### src/inc/ffc_pkg.sv
package ffc_pkg;

    // storage geometry, fixed at build time
    localparam int FFC_DATA_W = 8;
    localparam int FFC_DEPTH  = 16;
    localparam int FFC_PTR_W  = 4;
    localparam int FFC_CNT_W  = 5;   // holds 0 .. FFC_DEPTH
    localparam int FFC_DCNT_W = 4;   // published count width, narrower than the full count

    // single-error-correct, double-error-detect code: 8 data, 4 check, 1 overall parity
    localparam int FFC_PAR_N  = 4;
    localparam int FFC_CODE_W = 13;
    localparam int FFC_DPOS [FFC_DATA_W] = '{3, 5, 6, 7, 9, 10, 11, 12};
    localparam int FFC_INJ_POS_A = 3;  // data bit 0 sits here
    localparam int FFC_INJ_POS_B = 5;  // data bit 1 sits here

    // count and pointer constants
    localparam logic [FFC_CNT_W-1:0] FFC_CNT_RST   = 5'h00;
    localparam logic [FFC_CNT_W-1:0] FFC_CNT_ONE   = 5'h01;
    localparam logic [FFC_CNT_W-1:0] FFC_CNT_FULL  = 5'h10;
    localparam logic [FFC_CNT_W-1:0] FFC_CNT_AFULL = 5'h0F;
    localparam logic [FFC_PTR_W-1:0] FFC_PTR_RST   = 4'h0;
    localparam logic [FFC_PTR_W-1:0] FFC_PTR_ONE   = 4'h1;

    // threshold values used until the first capture during reset
    localparam logic [FFC_CNT_W-1:0] FFC_PF_ASSERT_RST = 5'h0E;
    localparam logic [FFC_CNT_W-1:0] FFC_PF_NEGATE_RST = 5'h0C;
    localparam logic [FFC_CNT_W-1:0] FFC_PE_ASSERT_RST = 5'h02;
    localparam logic [FFC_CNT_W-1:0] FFC_PE_NEGATE_RST = 5'h04;

    // flag and data values after reset
    localparam logic                  FFC_FULL_RST   = 1'b1;
    localparam logic                  FFC_EMPTY_RST  = 1'b1;
    localparam logic                  FFC_AFULL_RST  = 1'b0;
    localparam logic                  FFC_PFULL_RST  = 1'b0;
    localparam logic                  FFC_PEMPTY_RST = 1'b1;
    localparam logic                  FFC_BUSY_RST   = 1'b1;
    localparam logic                  FFC_PULSE_RST  = 1'b0;
    localparam logic [FFC_DATA_W-1:0] FFC_DOUT_RST   = 8'h00;
    localparam logic [FFC_CODE_W-1:0] FFC_CODE_RST   = 13'h0000;

endpackage

### src/core/ffc_ecc.sv
`timescale 1ns/100ps
module ffc_ecc import ffc_pkg::*; (
    // encoder side
    input  wire logic [FFC_DATA_W-1:0] enc_data,
    input  wire logic                  inj_sbit,
    input  wire logic                  inj_dbit,
    output logic      [FFC_CODE_W-1:0] enc_code,
    // decoder side
    input  wire logic [FFC_CODE_W-1:0] dec_code,
    output logic      [FFC_DATA_W-1:0] dec_data,
    output logic                       dec_sbit,
    output logic                       dec_dbit
);

    logic [FFC_CODE_W-1:0] word;
    logic [FFC_CODE_W-1:0] fixed;
    logic [FFC_PAR_N-1:0]  syn;
    logic                  ovr;

    // hamming encode, then overall parity in bit 0; injection flips data bits after coding
    always_comb begin
        word = FFC_CODE_RST;
        for (int i = 0; i < FFC_DATA_W; i++) begin
            word[FFC_DPOS[i]] = enc_data[i];
        end
        for (int k = 0; k < FFC_PAR_N; k++) begin
            for (int p = 1; p < FFC_CODE_W; p++) begin
                if (p[k] && (p != (1 << k))) begin
                    word[1 << k] = word[1 << k] ^ word[p];
                end
            end
        end
        word[0] = ^word[FFC_CODE_W-1:1];
        if (inj_sbit || inj_dbit) begin
            word[FFC_INJ_POS_A] = ~word[FFC_INJ_POS_A];
        end
        if (inj_dbit) begin
            word[FFC_INJ_POS_B] = ~word[FFC_INJ_POS_B];
        end
        enc_code = word;
    end

    // syndrome points at the bad bit; overall parity tells one error from two
    always_comb begin
        syn = '0;
        for (int k = 0; k < FFC_PAR_N; k++) begin
            for (int p = 1; p < FFC_CODE_W; p++) begin
                if (p[k]) begin
                    syn[k] = syn[k] ^ dec_code[p];
                end
            end
        end
        ovr   = ^dec_code;
        fixed = dec_code;
        if (ovr && (syn != '0) && (int'(syn) < FFC_CODE_W)) begin
            fixed[syn] = ~fixed[syn];
        end
        for (int i = 0; i < FFC_DATA_W; i++) begin
            dec_data[i] = fixed[FFC_DPOS[i]];
        end
        dec_sbit = ovr;
        dec_dbit = !ovr && (syn != '0);
    end

endmodule

### src/core/ffc_fifo.sv
// Contract
// - programmable empty turns on at assert threshold
// - programmable empty turns off past negate threshold
// - thresholds taken up while held in reset
// - pulse single-error flag on corrected read word
// - raise double-error flag on uncorrectable read
// - reset-busy high while in reset state
// - everything sampled on the one shared clock
// - asynchronous reset always present; synchronous reset a build-time option
// - asynchronous reset clears pointers and outputs immediately
// - synchronous reset clears at next clock edge
// - write when not full stores input word
// - writes ignored while full
// - read when not empty delivers oldest word
// - reads ignored while empty
// - count keeps upper bits when narrowed
// - almost full means one write left
// - programmable full with assert and negate thresholds
// - write acknowledge the cycle after accepted write
// - overflow the cycle after rejected write
// - underflow the cycle after rejected read
// - output valid when a read delivered data
`timescale 1ns/100ps
module ffc_fifo import ffc_pkg::*; #(
    parameter bit SYNC_RST_EN = 1'b1
) (
    // clock and resets
    input  wire logic                  sys_clk,
    input  wire logic                  nrst,
    input  wire logic                  srst,
    // write side
    input  wire logic                  wr_req,
    input  wire logic [FFC_DATA_W-1:0] wr_data,
    input  wire logic                  inj_sbit,
    input  wire logic                  inj_dbit,
    output logic                       full,
    output logic                       almost_full,
    output logic                       prog_full,
    output logic                       wr_ack,
    output logic                       overflow,
    // read side
    input  wire logic                  rd_req,
    output logic      [FFC_DATA_W-1:0] rd_data,
    output logic                       rd_valid,
    output logic                       empty,
    output logic                       prog_empty,
    output logic                       underflow,
    output logic                       sbit_err,
    output logic                       dbit_err,
    output logic                       rd_rst_busy,
    output logic      [FFC_DCNT_W-1:0] data_count,
    // thresholds, taken up during reset
    input  wire logic [FFC_CNT_W-1:0]  pf_thr_assert,
    input  wire logic [FFC_CNT_W-1:0]  pf_thr_negate,
    input  wire logic [FFC_CNT_W-1:0]  pe_thr_assert,
    input  wire logic [FFC_CNT_W-1:0]  pe_thr_negate
);

    logic                  srst_act;
    logic                  wr_acc;
    logic                  rd_acc;
    logic [FFC_CODE_W-1:0] enc_code;
    logic [FFC_CODE_W-1:0] mem_code;
    logic [FFC_DATA_W-1:0] dec_data;
    logic                  dec_sbit;
    logic                  dec_dbit;

    // pointer and flag group
    logic [FFC_PTR_W-1:0] wptr_ff, nxt_wptr;
    logic [FFC_PTR_W-1:0] rptr_ff, nxt_rptr;
    logic [FFC_CNT_W-1:0] cnt_ff, nxt_cnt;
    logic                 full_ff, nxt_full;
    logic                 empty_ff, nxt_empty;
    logic                 afull_ff, nxt_afull;
    logic                 pfull_ff, nxt_pfull;
    logic                 pempty_ff, nxt_pempty;
    logic                 busy_ff, nxt_busy;
    logic                 ack_ff, nxt_ack;
    logic                 ovf_ff, nxt_ovf;
    logic                 udf_ff, nxt_udf;
    logic                 rdpend_ff, nxt_rdpend;

    // threshold group
    logic [FFC_CNT_W-1:0] pfa_ff, nxt_pfa;
    logic [FFC_CNT_W-1:0] pfn_ff, nxt_pfn;
    logic [FFC_CNT_W-1:0] pea_ff, nxt_pea;
    logic [FFC_CNT_W-1:0] pen_ff, nxt_pen;

    // read output group
    logic [FFC_DATA_W-1:0] dout_ff, nxt_dout;
    logic                  valid_ff, nxt_valid;
    logic                  sbit_ff, nxt_sbit;
    logic                  dbit_ff, nxt_dbit;

    // sync reset only exists when built in; otherwise the port is dead
    assign srst_act = SYNC_RST_EN & srst;

    // requests are refused while full, empty or still leaving reset
    assign wr_acc = wr_req & ~full_ff & ~busy_ff;
    assign rd_acc = rd_req & ~empty_ff & ~busy_ff;

    ffc_ecc u_ecc (
        .enc_data (wr_data),
        .inj_sbit (inj_sbit),
        .inj_dbit (inj_dbit),
        .enc_code (enc_code),
        .dec_code (mem_code),
        .dec_data (dec_data),
        .dec_sbit (dec_sbit),
        .dec_dbit (dec_dbit)
    );

    ffc_mem u_mem (
        .sys_clk (sys_clk),
        .nrst    (nrst),
        .wr_en   (wr_acc),
        .wr_addr (wptr_ff),
        .wr_code (enc_code),
        .rd_en   (rd_acc),
        .rd_addr (rptr_ff),
        .rd_code (mem_code)
    );

    // thresholds follow the ports while busy, so new values apply from reset on
    always_comb begin
        nxt_pfa = busy_ff ? pf_thr_assert : pfa_ff;
        nxt_pfn = busy_ff ? pf_thr_negate : pfn_ff;
        nxt_pea = busy_ff ? pe_thr_assert : pea_ff;
        nxt_pen = busy_ff ? pe_thr_negate : pen_ff;
        if (srst_act) begin
            nxt_pfa = pf_thr_assert;
            nxt_pfn = pf_thr_negate;
            nxt_pea = pe_thr_assert;
            nxt_pen = pe_thr_negate;
        end
    end

    always_ff @(posedge sys_clk or negedge nrst) begin
        if (!nrst) begin
            pfa_ff <= FFC_PF_ASSERT_RST;
            pfn_ff <= FFC_PF_NEGATE_RST;
            pea_ff <= FFC_PE_ASSERT_RST;
            pen_ff <= FFC_PE_NEGATE_RST;
        end else begin
            pfa_ff <= nxt_pfa;
            pfn_ff <= nxt_pfn;
            pea_ff <= nxt_pea;
            pen_ff <= nxt_pen;
        end
    end

    // pointers, count and flags; flags are computed from the next count so they never lag
    always_comb begin
        nxt_wptr   = wr_acc ? FFC_PTR_W'(wptr_ff + FFC_PTR_ONE) : wptr_ff;
        nxt_rptr   = rd_acc ? FFC_PTR_W'(rptr_ff + FFC_PTR_ONE) : rptr_ff;
        case ({wr_acc, rd_acc})
            2'b10:   nxt_cnt = FFC_CNT_W'(cnt_ff + FFC_CNT_ONE);
            2'b01:   nxt_cnt = FFC_CNT_W'(cnt_ff - FFC_CNT_ONE);
            default: nxt_cnt = cnt_ff; // both or neither leave the count
        endcase
        nxt_full   = (nxt_cnt == FFC_CNT_FULL);
        nxt_empty  = (nxt_cnt == FFC_CNT_RST);
        nxt_afull  = (nxt_cnt == FFC_CNT_AFULL);
        // hysteresis: hold the flag between the two thresholds
        if (nxt_cnt >= (busy_ff ? pf_thr_assert : pfa_ff)) begin
            nxt_pfull = 1'b1;
        end else if (nxt_cnt < (busy_ff ? pf_thr_negate : pfn_ff)) begin
            nxt_pfull = 1'b0;
        end else begin
            nxt_pfull = pfull_ff;
        end
        if (nxt_cnt <= (busy_ff ? pe_thr_assert : pea_ff)) begin
            nxt_pempty = 1'b1;
        end else if (nxt_cnt > (busy_ff ? pe_thr_negate : pen_ff)) begin
            nxt_pempty = 1'b0;
        end else begin
            nxt_pempty = pempty_ff;
        end
        nxt_busy   = 1'b0;
        nxt_ack    = wr_acc;
        nxt_ovf    = wr_req & full_ff & ~busy_ff;
        nxt_udf    = rd_req & empty_ff & ~busy_ff;
        nxt_rdpend = rd_acc;
        if (srst_act) begin
            nxt_wptr   = FFC_PTR_RST;
            nxt_rptr   = FFC_PTR_RST;
            nxt_cnt    = FFC_CNT_RST;
            nxt_full   = FFC_FULL_RST;
            nxt_empty  = FFC_EMPTY_RST;
            nxt_afull  = FFC_AFULL_RST;
            nxt_pfull  = FFC_PFULL_RST;
            nxt_pempty = FFC_PEMPTY_RST;
            nxt_busy   = FFC_BUSY_RST;
            nxt_ack    = FFC_PULSE_RST;
            nxt_ovf    = FFC_PULSE_RST;
            nxt_udf    = FFC_PULSE_RST;
            nxt_rdpend = FFC_PULSE_RST;
        end
    end

    // every state bit lives on the shared clock
    always_ff @(posedge sys_clk or negedge nrst) begin
        if (!nrst) begin
            wptr_ff   <= FFC_PTR_RST;
            rptr_ff   <= FFC_PTR_RST;
            cnt_ff    <= FFC_CNT_RST;
            full_ff   <= FFC_FULL_RST;
            empty_ff  <= FFC_EMPTY_RST;
            afull_ff  <= FFC_AFULL_RST;
            pfull_ff  <= FFC_PFULL_RST;
            pempty_ff <= FFC_PEMPTY_RST;
            busy_ff   <= FFC_BUSY_RST;
            ack_ff    <= FFC_PULSE_RST;
            ovf_ff    <= FFC_PULSE_RST;
            udf_ff    <= FFC_PULSE_RST;
            rdpend_ff <= FFC_PULSE_RST;
        end else begin
            wptr_ff   <= nxt_wptr;
            rptr_ff   <= nxt_rptr;
            cnt_ff    <= nxt_cnt;
            full_ff   <= nxt_full;
            empty_ff  <= nxt_empty;
            afull_ff  <= nxt_afull;
            pfull_ff  <= nxt_pfull;
            pempty_ff <= nxt_pempty;
            busy_ff   <= nxt_busy;
            ack_ff    <= nxt_ack;
            ovf_ff    <= nxt_ovf;
            udf_ff    <= nxt_udf;
            rdpend_ff <= nxt_rdpend;
        end
    end

    // decoded word lands one cycle after the ram register, costing a cycle but keeping outputs on flops
    always_comb begin
        nxt_dout  = rdpend_ff ? dec_data : dout_ff;
        nxt_valid = rdpend_ff;
        nxt_sbit  = rdpend_ff & dec_sbit;
        nxt_dbit  = rdpend_ff & dec_dbit;
        if (srst_act) begin
            nxt_dout  = FFC_DOUT_RST;
            nxt_valid = FFC_PULSE_RST;
            nxt_sbit  = FFC_PULSE_RST;
            nxt_dbit  = FFC_PULSE_RST;
        end
    end

    always_ff @(posedge sys_clk or negedge nrst) begin
        if (!nrst) begin
            dout_ff  <= FFC_DOUT_RST;
            valid_ff <= FFC_PULSE_RST;
            sbit_ff  <= FFC_PULSE_RST;
            dbit_ff  <= FFC_PULSE_RST;
        end else begin
            dout_ff  <= nxt_dout;
            valid_ff <= nxt_valid;
            sbit_ff  <= nxt_sbit;
            dbit_ff  <= nxt_dbit;
        end
    end

    // outputs straight from flops; the narrow count keeps the top bits
    assign full        = full_ff;
    assign almost_full = afull_ff;
    assign prog_full   = pfull_ff;
    assign wr_ack      = ack_ff;
    assign overflow    = ovf_ff;
    assign underflow   = udf_ff;
    assign empty       = empty_ff;
    assign prog_empty  = pempty_ff;
    assign rd_rst_busy = busy_ff;
    assign rd_data     = dout_ff;
    assign rd_valid    = valid_ff;
    assign sbit_err    = sbit_ff;
    assign dbit_err    = dbit_ff;
    assign data_count  = cnt_ff[FFC_CNT_W-1 -: FFC_DCNT_W];
endmodule

### src/core/ffc_mem.sv
`timescale 1ns/100ps
module ffc_mem import ffc_pkg::*; (
    // clock and reset
    input  wire logic                  sys_clk,
    input  wire logic                  nrst,
    // write port
    input  wire logic                  wr_en,
    input  wire logic [FFC_PTR_W-1:0]  wr_addr,
    input  wire logic [FFC_CODE_W-1:0] wr_code,
    // read port, data registered
    input  wire logic                  rd_en,
    input  wire logic [FFC_PTR_W-1:0]  rd_addr,
    output logic      [FFC_CODE_W-1:0] rd_code
);

    logic [FFC_CODE_W-1:0] store [FFC_DEPTH];
    logic [FFC_CODE_W-1:0] rd_code_ff;
    logic [FFC_CODE_W-1:0] nxt_rd_code;

    // array has no reset so it maps onto plain ram
    always_ff @(posedge sys_clk) begin
        if (wr_en) begin
            store[wr_addr] <= wr_code;
        end
    end

    // read register only moves on a read, a write to the same slot is not forwarded
    always_comb begin
        nxt_rd_code = rd_en ? store[rd_addr] : rd_code_ff;
    end

    always_ff @(posedge sys_clk or negedge nrst) begin
        if (!nrst) begin
            rd_code_ff <= FFC_CODE_RST;
        end else begin
            rd_code_ff <= nxt_rd_code;
        end
    end

    assign rd_code = rd_code_ff;

endmodule

### config.mk
export PLATFORM = sky130hd
export DESIGN_NAME = ffc_fifo
export DESIGN_NICKNAME = d
export VERILOG_FILES = /design/src/inc/ffc_pkg.sv /design/src/core/ffc_ecc.sv /design/src/core/ffc_fifo.sv /design/src/core/ffc_mem.sv
export SDC_FILE = /design/constraint.sdc
export NUM_CORES = 1
export LEC_CHECK = 0
export ABC_AREA = 1
export BUFFER_PORTS_ARGS = -buffer_cell sky130_fd_sc_hd__buf_2
export CELL_PAD_IN_SITES_DETAIL_PLACEMENT = 0
export CELL_PAD_IN_SITES_GLOBAL_PLACEMENT = 2
export CORE_UTILIZATION = 37
export DETAILED_ROUTE_END_ITERATION = 10
export PLACE_DENSITY = 0.8
export SLEW_MARGIN = 20
export SYNTH_ARGS = -nofsm -noshare
export SYNTH_HDL_FRONTEND = slang
export SYNTH_SLANG_ARGS = --single-unit
### constraint.sdc
create_clock -name sys_clk -period 2.9 [get_ports sys_clk]
set_input_delay 0.145 -clock sys_clk [delete_from_list [all_inputs] [get_ports sys_clk]]
set_output_delay 0.145 -clock sys_clk [all_outputs]
set_load 0.01 [all_outputs]
# Yosys cells after proc, flatten, opt, wreduce, memory -nomap -nowiden
# Memories as Yosys holds them, arrays and structs flattened. A register that Yosys moved wholly into a read port is not among the register bits.
# Index checks and enable logic that the tools add are counted.
[word_totals]
register_bits = 54
latch_bits = 0
mem_bits_rw = 208
mem_bits_ro = 0
in_bits = 35
out_inout_bits = 24
elab_cells = 144
memories = 1
[mem_list]
columns = ["memory", "words", "word_bits", "rd", "rd_ports_with_merged_regs", "wr", "line_no", "rtl"]
rows = [
  ["u_mem.store", 16, 13, 1, 1, 1, "ffc_mem.sv:16", "logic [FFC_CODE_W-1:0] store [FFC_DEPTH];"],
]
[classes]
n_addsub = 4
multipliers = 0
div_mod_pow = 0
magnitude_cmp = 7
eq_ne = 4
shift = 0
mux = 43
n_bitwise = 48
n_reduce_logical = 16
[op_table]
columns = ["cell", "n"]
rows = [
  ["two-way mux 5 bit", 9],
  ["XOR 1 bit", 32],
  ["two-way mux 1 bit", 23],
  ["two-way mux 4 bit", 4],
  ["two-way mux 8 bit", 2],
  ["bitwise mux 13 bit", 1],
  ["two-way mux 13 bit", 1],
  ["XOR reduction 13 bit", 1],
  ["XOR reduction 12 bit", 1],
  ["bitwise AND 1 bit", 10],
  ["one-hot mux 5 bit (2 select lines)", 1],
  ["adder 4 x 1 -> 4 bit, second input constant", 2],
  ["NOT 1 bit", 6],
  ["nonzero test 2 bit", 3],
  ["nonzero test 3 bit", 2],
  ["adder 5 x 1 -> 5 bit, second input constant", 1],
  ["equality test 5 x 4 -> 1 bit, second input constant", 1],
  ["equality test 5 bit, second input constant", 1],
  ["greater-or-equal comparator 5 bit", 1],
  ["greater-than comparator 5 bit", 1],
  ["<= comparator 5 bit", 1],
  ["zero test 5 bit", 1],
  ["less-than comparator 4 x 5 -> 1 bit, second input constant", 1],
  ["less-than comparator 5 bit", 1],
  ["other kinds (11)", 15],
]

# Logic depth before layout (Yosys ltp)
[depth]
depth_word = 13
mapped_depth = 20
depth_no_buf = 19

# Cells and area by module
# Synthesis repeated with hierarchy kept, for this count alone.
[hier_totals]
hier_cells = 1356
area_unflattened_um2 = 13083.8
[by_module_without_submodules]
columns = ["module", "instances", "cells_each", "area_each_um2", "seq_area_each_um2"]
rows = [
  ["ffc_mem", 1, 766, 8926.1, 6571.3],
  ["ffc_fifo", 1, 375, 3052.9, 1365.1],
  ["ffc_ecc", 1, 215, 1104.8, 0.0],
]

# Least setup slack after synthesis
# No wires, ideal clock.
[synth_path]
path_kind = "register -> register"
startpoint = "register busy_ff, in the netlist rd_rst_busy"
endpoint = "register pfull_ff, in the netlist prog_full"
setup_time_ns = 0.136
t_arrival_ns = 2.920
required_ns = 2.764
path_slack_ns = -0.156
stages_incl_launch_ff = 19
n_path_buf = 3
synth_period_minus_slack_ns = 3.056
cell_sequence = "dfstp_2 -> buf_6 -> nor3_4 -> clkbuf_1 -> clkbuf_1 -> ha_1 -> a21oi_1 -> nor2_1 -> nand2_1 -> nand2_1 -> xnor2_1 -> nand2_1 -> nand2_1 -> inv_2 -> ha_1 -> a21oi_1 -> o21ai_0 -> o21ai_0 -> a21oi_1"
[synth_between]
elab_chain_len = 7
word_cells_on_any_way = 13
cone_classes = "order compare: 2; eq/ne: 2; mux: 5; bitwise: 3; reduce/logical: 1"
[synth_lines]
columns = ["element", "line_no", "rtl"]
rows = [
  ["start, declared", "ffc_fifo.sv:77", "logic busy_ff, nxt_busy;"],
  ["start signal, assigned", "ffc_fifo.sv:226", "busy_ff <= nxt_busy;"],
  ["NOT 1 bit", "ffc_fifo.sv:99, ffc_fifo.sv:100", ""],
  ["bitwise AND 1 bit (on tied branches)", "ffc_fifo.sv:100, ffc_fifo.sv:99", ""],
  ["equality test 2 x 1 -> 1 bit / equality test 2 bit (equally long branches)", "ffc_fifo.sv:156", "case ({wr_acc, rd_acc})"],
  ["one-hot mux 5 bit (2 select lines)", "ffc_fifo.sv:156", ""],
  ["greater-or-equal comparator 5 bit", "ffc_fifo.sv:165", "if (nxt_cnt >= (busy_ff ? pf_thr_assert : pfa_ff)) begin"],
  ["two-way mux 1 bit", "ffc_fifo.sv:165", ""],
  ["two-way mux 1 bit", "ffc_fifo.sv:184", "if (srst_act) begin"],
  ["end signal, assigned", "ffc_fifo.sv:224", "pfull_ff <= nxt_pfull;"],
  ["end, declared", "ffc_fifo.sv:75", "logic pfull_ff, nxt_pfull;"],
]
# Parallel ways exist; a longest one is shown, timed or not.
# A chain may end at the register's enable or synchronous reset.

# Final worst setup path
[layout_path]
startpoint = "register full_ff, in the netlist full"
endpoint = "register pfull_ff, in the netlist prog_full"
[layout_between]
elab_chain_len = 8
word_cells_on_any_way = 11
cone_classes = "order compare: 2; eq/ne: 2; mux: 3; bitwise: 3; reduce/logical: 1"
[layout_lines]
columns = ["element", "line_no", "rtl"]
rows = [
  ["start, declared", "ffc_fifo.sv:72", "logic full_ff, nxt_full;"],
  ["start signal, assigned", "ffc_fifo.sv:221", "full_ff <= nxt_full;"],
  ["NOT 1 bit *", "ffc_fifo.sv:99", "assign wr_acc = wr_req & ~full_ff & ~busy_ff;"],
  ["bitwise AND 1 bit * (2 in a row)", "ffc_fifo.sv:99", ""],
  ["equality test 2 x 1 -> 1 bit / equality test 2 bit (equally long branches)", "ffc_fifo.sv:156", ""],
  ["one-hot mux 5 bit (2 select lines) *", "ffc_fifo.sv:156", ""],
  ["greater-or-equal comparator 5 bit", "ffc_fifo.sv:165", ""],
  ["two-way mux 1 bit", "ffc_fifo.sv:165", ""],
  ["two-way mux 1 bit", "ffc_fifo.sv:184", ""],
]
# Every way passes the cells marked *; elsewhere a longest branch is shown, timed or not.

==> flow_summary.yaml <==
routing:
  ant_nets: 0
  routed_wl_um: 31500
  via_count: 8921
  viasPerCell: 5.00
  drc: 0
  wire_per_inst_um: 17.6
  drtIter0Drc: 644
  dr.pass1.iters: 5
sta:
  tightest_slew_ps: 936
  max_freq_mhz: 370
  finalHoldViolCount: 0
  setup_viol: 0
  finalMaxSlewViolations: 0
  slew_headroom_pct: 37.4
  fin_skew_ps: 11.6
  tns_ps: 0
  post-route-min-period_ps: 2700
  setup_slack_ps: 198
  post-route-period-util_pct: 93.2
pwr:
  switchingPower_w: 0.00385
  sw_frac_of_total_pct: 32.4
  p_seq_share_pct: 39.4
  finalPower_w: 0.0119
  clkPwrFrac_pct: 35.5
  combPwrFrac_pct: 25.1
  power_density_nw_per_um2: 799
  power.leakage_nw: 5.94
  p_int_w: 0.00803
  irDropWorstVdd_mv: 0.533
floorplan:
  rows: 66
  io_pins: 59
  fp.dieH_um: 185
  dieWidth_um: 185
  die-area_um2: 34400
  fp.coreArea_um2: 32800
  start_util_pct: 37.9
worst_setup_path:
  cpLargestDelayFamily: "compound AO/OA/AOI/OAI gates"
  crit_chain: "inv_1 -> nand3_4 -> nand2_2 -> xnor2_2 -> ha_1 -> a21oi_2 -> nor2_1 -> nand2_1 -> nand2_1 -> xnor2_1 -> nand2_1 -> nand2_2 -> inv_2 -> ha_1 -> a21oi_1 -> o21ai_0 -> o21ai_1 -> a21oi_1"
  worstSetupPathType: "register to register"
  cp.buffers_inverters: 2
  worstPathRequired_ps: 3340
  critPathLaunch: "full$_DFF_PN1_"
  timing.rr.start: "full$_DFF_PN1_"
  cp-start-kind: "register"
  crit_path_max_incr_delay_ps: 540
  end_kind: "register"
  cp_slowest_cell: "dfstp_2"
  critPathMostFrequentCell: "nand2_1"
  cp.arrival_ps: 3140
  reg2reg_depth: 18
  reg2reg_setup_slack_ps: 200
  critPathMaxFanout: 6
  r2r_end: "prog_full$_DFFE_PN0P_"
synth:
  synth.distinct_cells: 40
  yosys_warnings: 0
  async_flop_share_pct: 24.4
  synth_area_per_cell_um2: 10.3
  netlist_top_cells_count: "nand2_1 (227), edfxtp_1 (208), o21ai_0 (186)"
  yosysSeqAreaShare_pct: 63.8
  synth_ff_type: "edfxtp_1"
  synth-edff-count: 208
  synth_cells: 1206
  netlist_area_um2: 12400
  ys_top_cells_by_area: "edfxtp_1 (50%), dfrtp_1 (11%), o21ai_0 (7.5%), nand2_1 (6.9%), nor2_1 (5.1%)"
  syn_nets: 1267
  synth_top_cell_by_area: "edfxtp_1"
  ys_ff_latch: 275
  yosysTopAreaCellShare_pct: 50.2
  yosysMostFrequentCell: "nand2_1"
grt:
  grt_max_degree: 106
  grt_overflow: 0
  grt_pass1_wl_um: 49200
  grt_util_all_layers_pct: 18.9
  grt_pass1_vias: 8657
  antenna_found_initial: 0
place:
  numPortBuffers: 58
  dp_slack_ps: 137
  dp_hpwl_um: 19100
  gp_congestion: 0.770
  dp_cells: 1697
cts:
  clk_pin_slew_ps: 60
  clockRootBuffer: "clkbuf_16"
  cts_tree: "done"
  htreeDepth: 1
  post-cts-setup-buffers: 0
  cts_made_buffers: 31
  cts.sinks: 275
  clockBufferDepth: 3
  clk_latency_ps: 570
final_layout:
  fin_cells: 1785
  ff_latch_area_um2: 7940
  nFillCells: 3104
  area.growth.synth_to_final_pct: 19.5
  layout-drive-gt1-share_pct: 14.7
  multi_input_area_um2: 4000
  n_antenna_cell: 0
  fin_nets: 1379
worst_hold_path:
  worstHoldEndpoint: "u_mem.store[9][5]$_DFFE_PP_"
  worstHoldPathCells: 2
  min_path_type: "primary input to register"
  holdCritStartpoint: "inj_dbit"
run:
  cap_violations: 0
outcome:
  run_status: "completed"
==> state kept, by name (all words and copies together), names as in the netlist, 4 cells and up <==
name	flops
wptr_ff	4
cnt_ff	5
rd_data	8
pen_ff	5
pea_ff	5
pfa_ff	5
u_mem.store	208
pfn_ff	5
u_mem.rd_code	13
rptr_ff	4
==> layout make-up <==
cell class	count	share of cell area, %
tap	442	3.72
clock inverter	20	1.87
multi-input combinational	797	26.9
sequential	275	53.4
timing repair buffer	135	6.53
clock buffer	38	5.60
inverter	78	1.97
==> through the flow <==
stage / utilization (%) / hold slack [ps] / area [um2]
6_report: 45.3 / 150 / 14900
5_1_grt: 45.3 / 217 / 14900
4_1_cts: 45.3 / 133 / 14800
3_5_place_dp: 41.0 / 325 / 13400
3_3_place_gp: 41.0 / 339 / 13400
2_1_floorplan: - / -151 / 12400
==> layout by cell type, fill, tap and decap left out, drive strengths merged <==
| cell | instances |
|---|---|
| o2111ai | 1 |
| ha | 26 |
| o211ai | 1 |
| o221ai | 1 |
| bufinv | 6 |
| nor4 | 2 |
| a21o | 2 |
| clkbuf | 38 |
| dlygate4sd3 | 30 |
| inv | 78 |
| o21bai | 2 |
| buf | 105 |
| nand3 | 24 |
| xnor2 | 16 |
| nor2 | 173 |
| o21a | 1 |
| nand3b | 2 |
| nor3b | 2 |
| dfrtp | 56 |
| edfxtp | 208 |
| xor2 | 8 |
| nand4 | 8 |
| nor3 | 3 |
| o22ai | 66 |
| o21ai | 203 |
| clkinvlp | 1 |
| a21oi | 20 |
| dfstp | 11 |
| nand2 | 236 |
| clkinv | 13 |
==> repair_timing <==
item / CTS / global route
hold endpoints to repair: 180 / 0
hold buffers: 30 / 0
endpoints found under the setup margin: 0 / 1
gates resized for setup: 0 / 5
==> power by group through the flow <==
stage          Clock, W  Combinational (W)  Sequential [W]
6_report        0.00422            0.00298         0.00468
5_1_grt         0.00446            0.00344         0.00470
4_1_cts         0.00430            0.00301         0.00467
3_5_place_dp          0            0.00297         0.00475
3_3_place_gp          0            0.00295         0.00475
2_1_floorplan         0            0.00219         0.00472
==> layer usage <==
| layer | GRT usage (%) | share of wire (%) | up-vias |
|---|---|---|---|
| met1 | 26.1 | 47 | 4284 |
| met4 | 4.86 | 2.1 | 0 |
| li1 | - | - | 4411 |
| met2 | 31.4 | 47 | 176 |
| met3 | 2.20 | 4.4 | 50 |
| met5 | 0 | 0 | - |
==> how the worst max path moves through the flow <==
stage | endpoint | cells after the start
final | prog_full$_DFFE_PN0P_ | 18
after global routing | prog_full$_DFFE_PN0P_ | 16
after CTS | prog_full$_DFFE_PN0P_ | 18
after detailed placement | prog_full$_DFFE_PN0P_ | 18
after global placement | prog_full$_DFFE_PN0P_ | 18
after floorplan | prog_full$_DFFE_PN0P_ | 18
==> cells by family (layout without fill, tap and decap cells) <==
kind of cell	count (synthesis)	after routing	synth area share (%)
buffers and inverters	134	271	4.24
adder cells (fa/ha/maj)	26	26	2.62
XOR/XNOR	24	24	1.69
AO/OA/AOI/OAI	297	297	12.8
flip-flops	275	275	63.8
AND/OR/NAND/NOR	450	450	14.8
(Power assumes the default switching activity.)
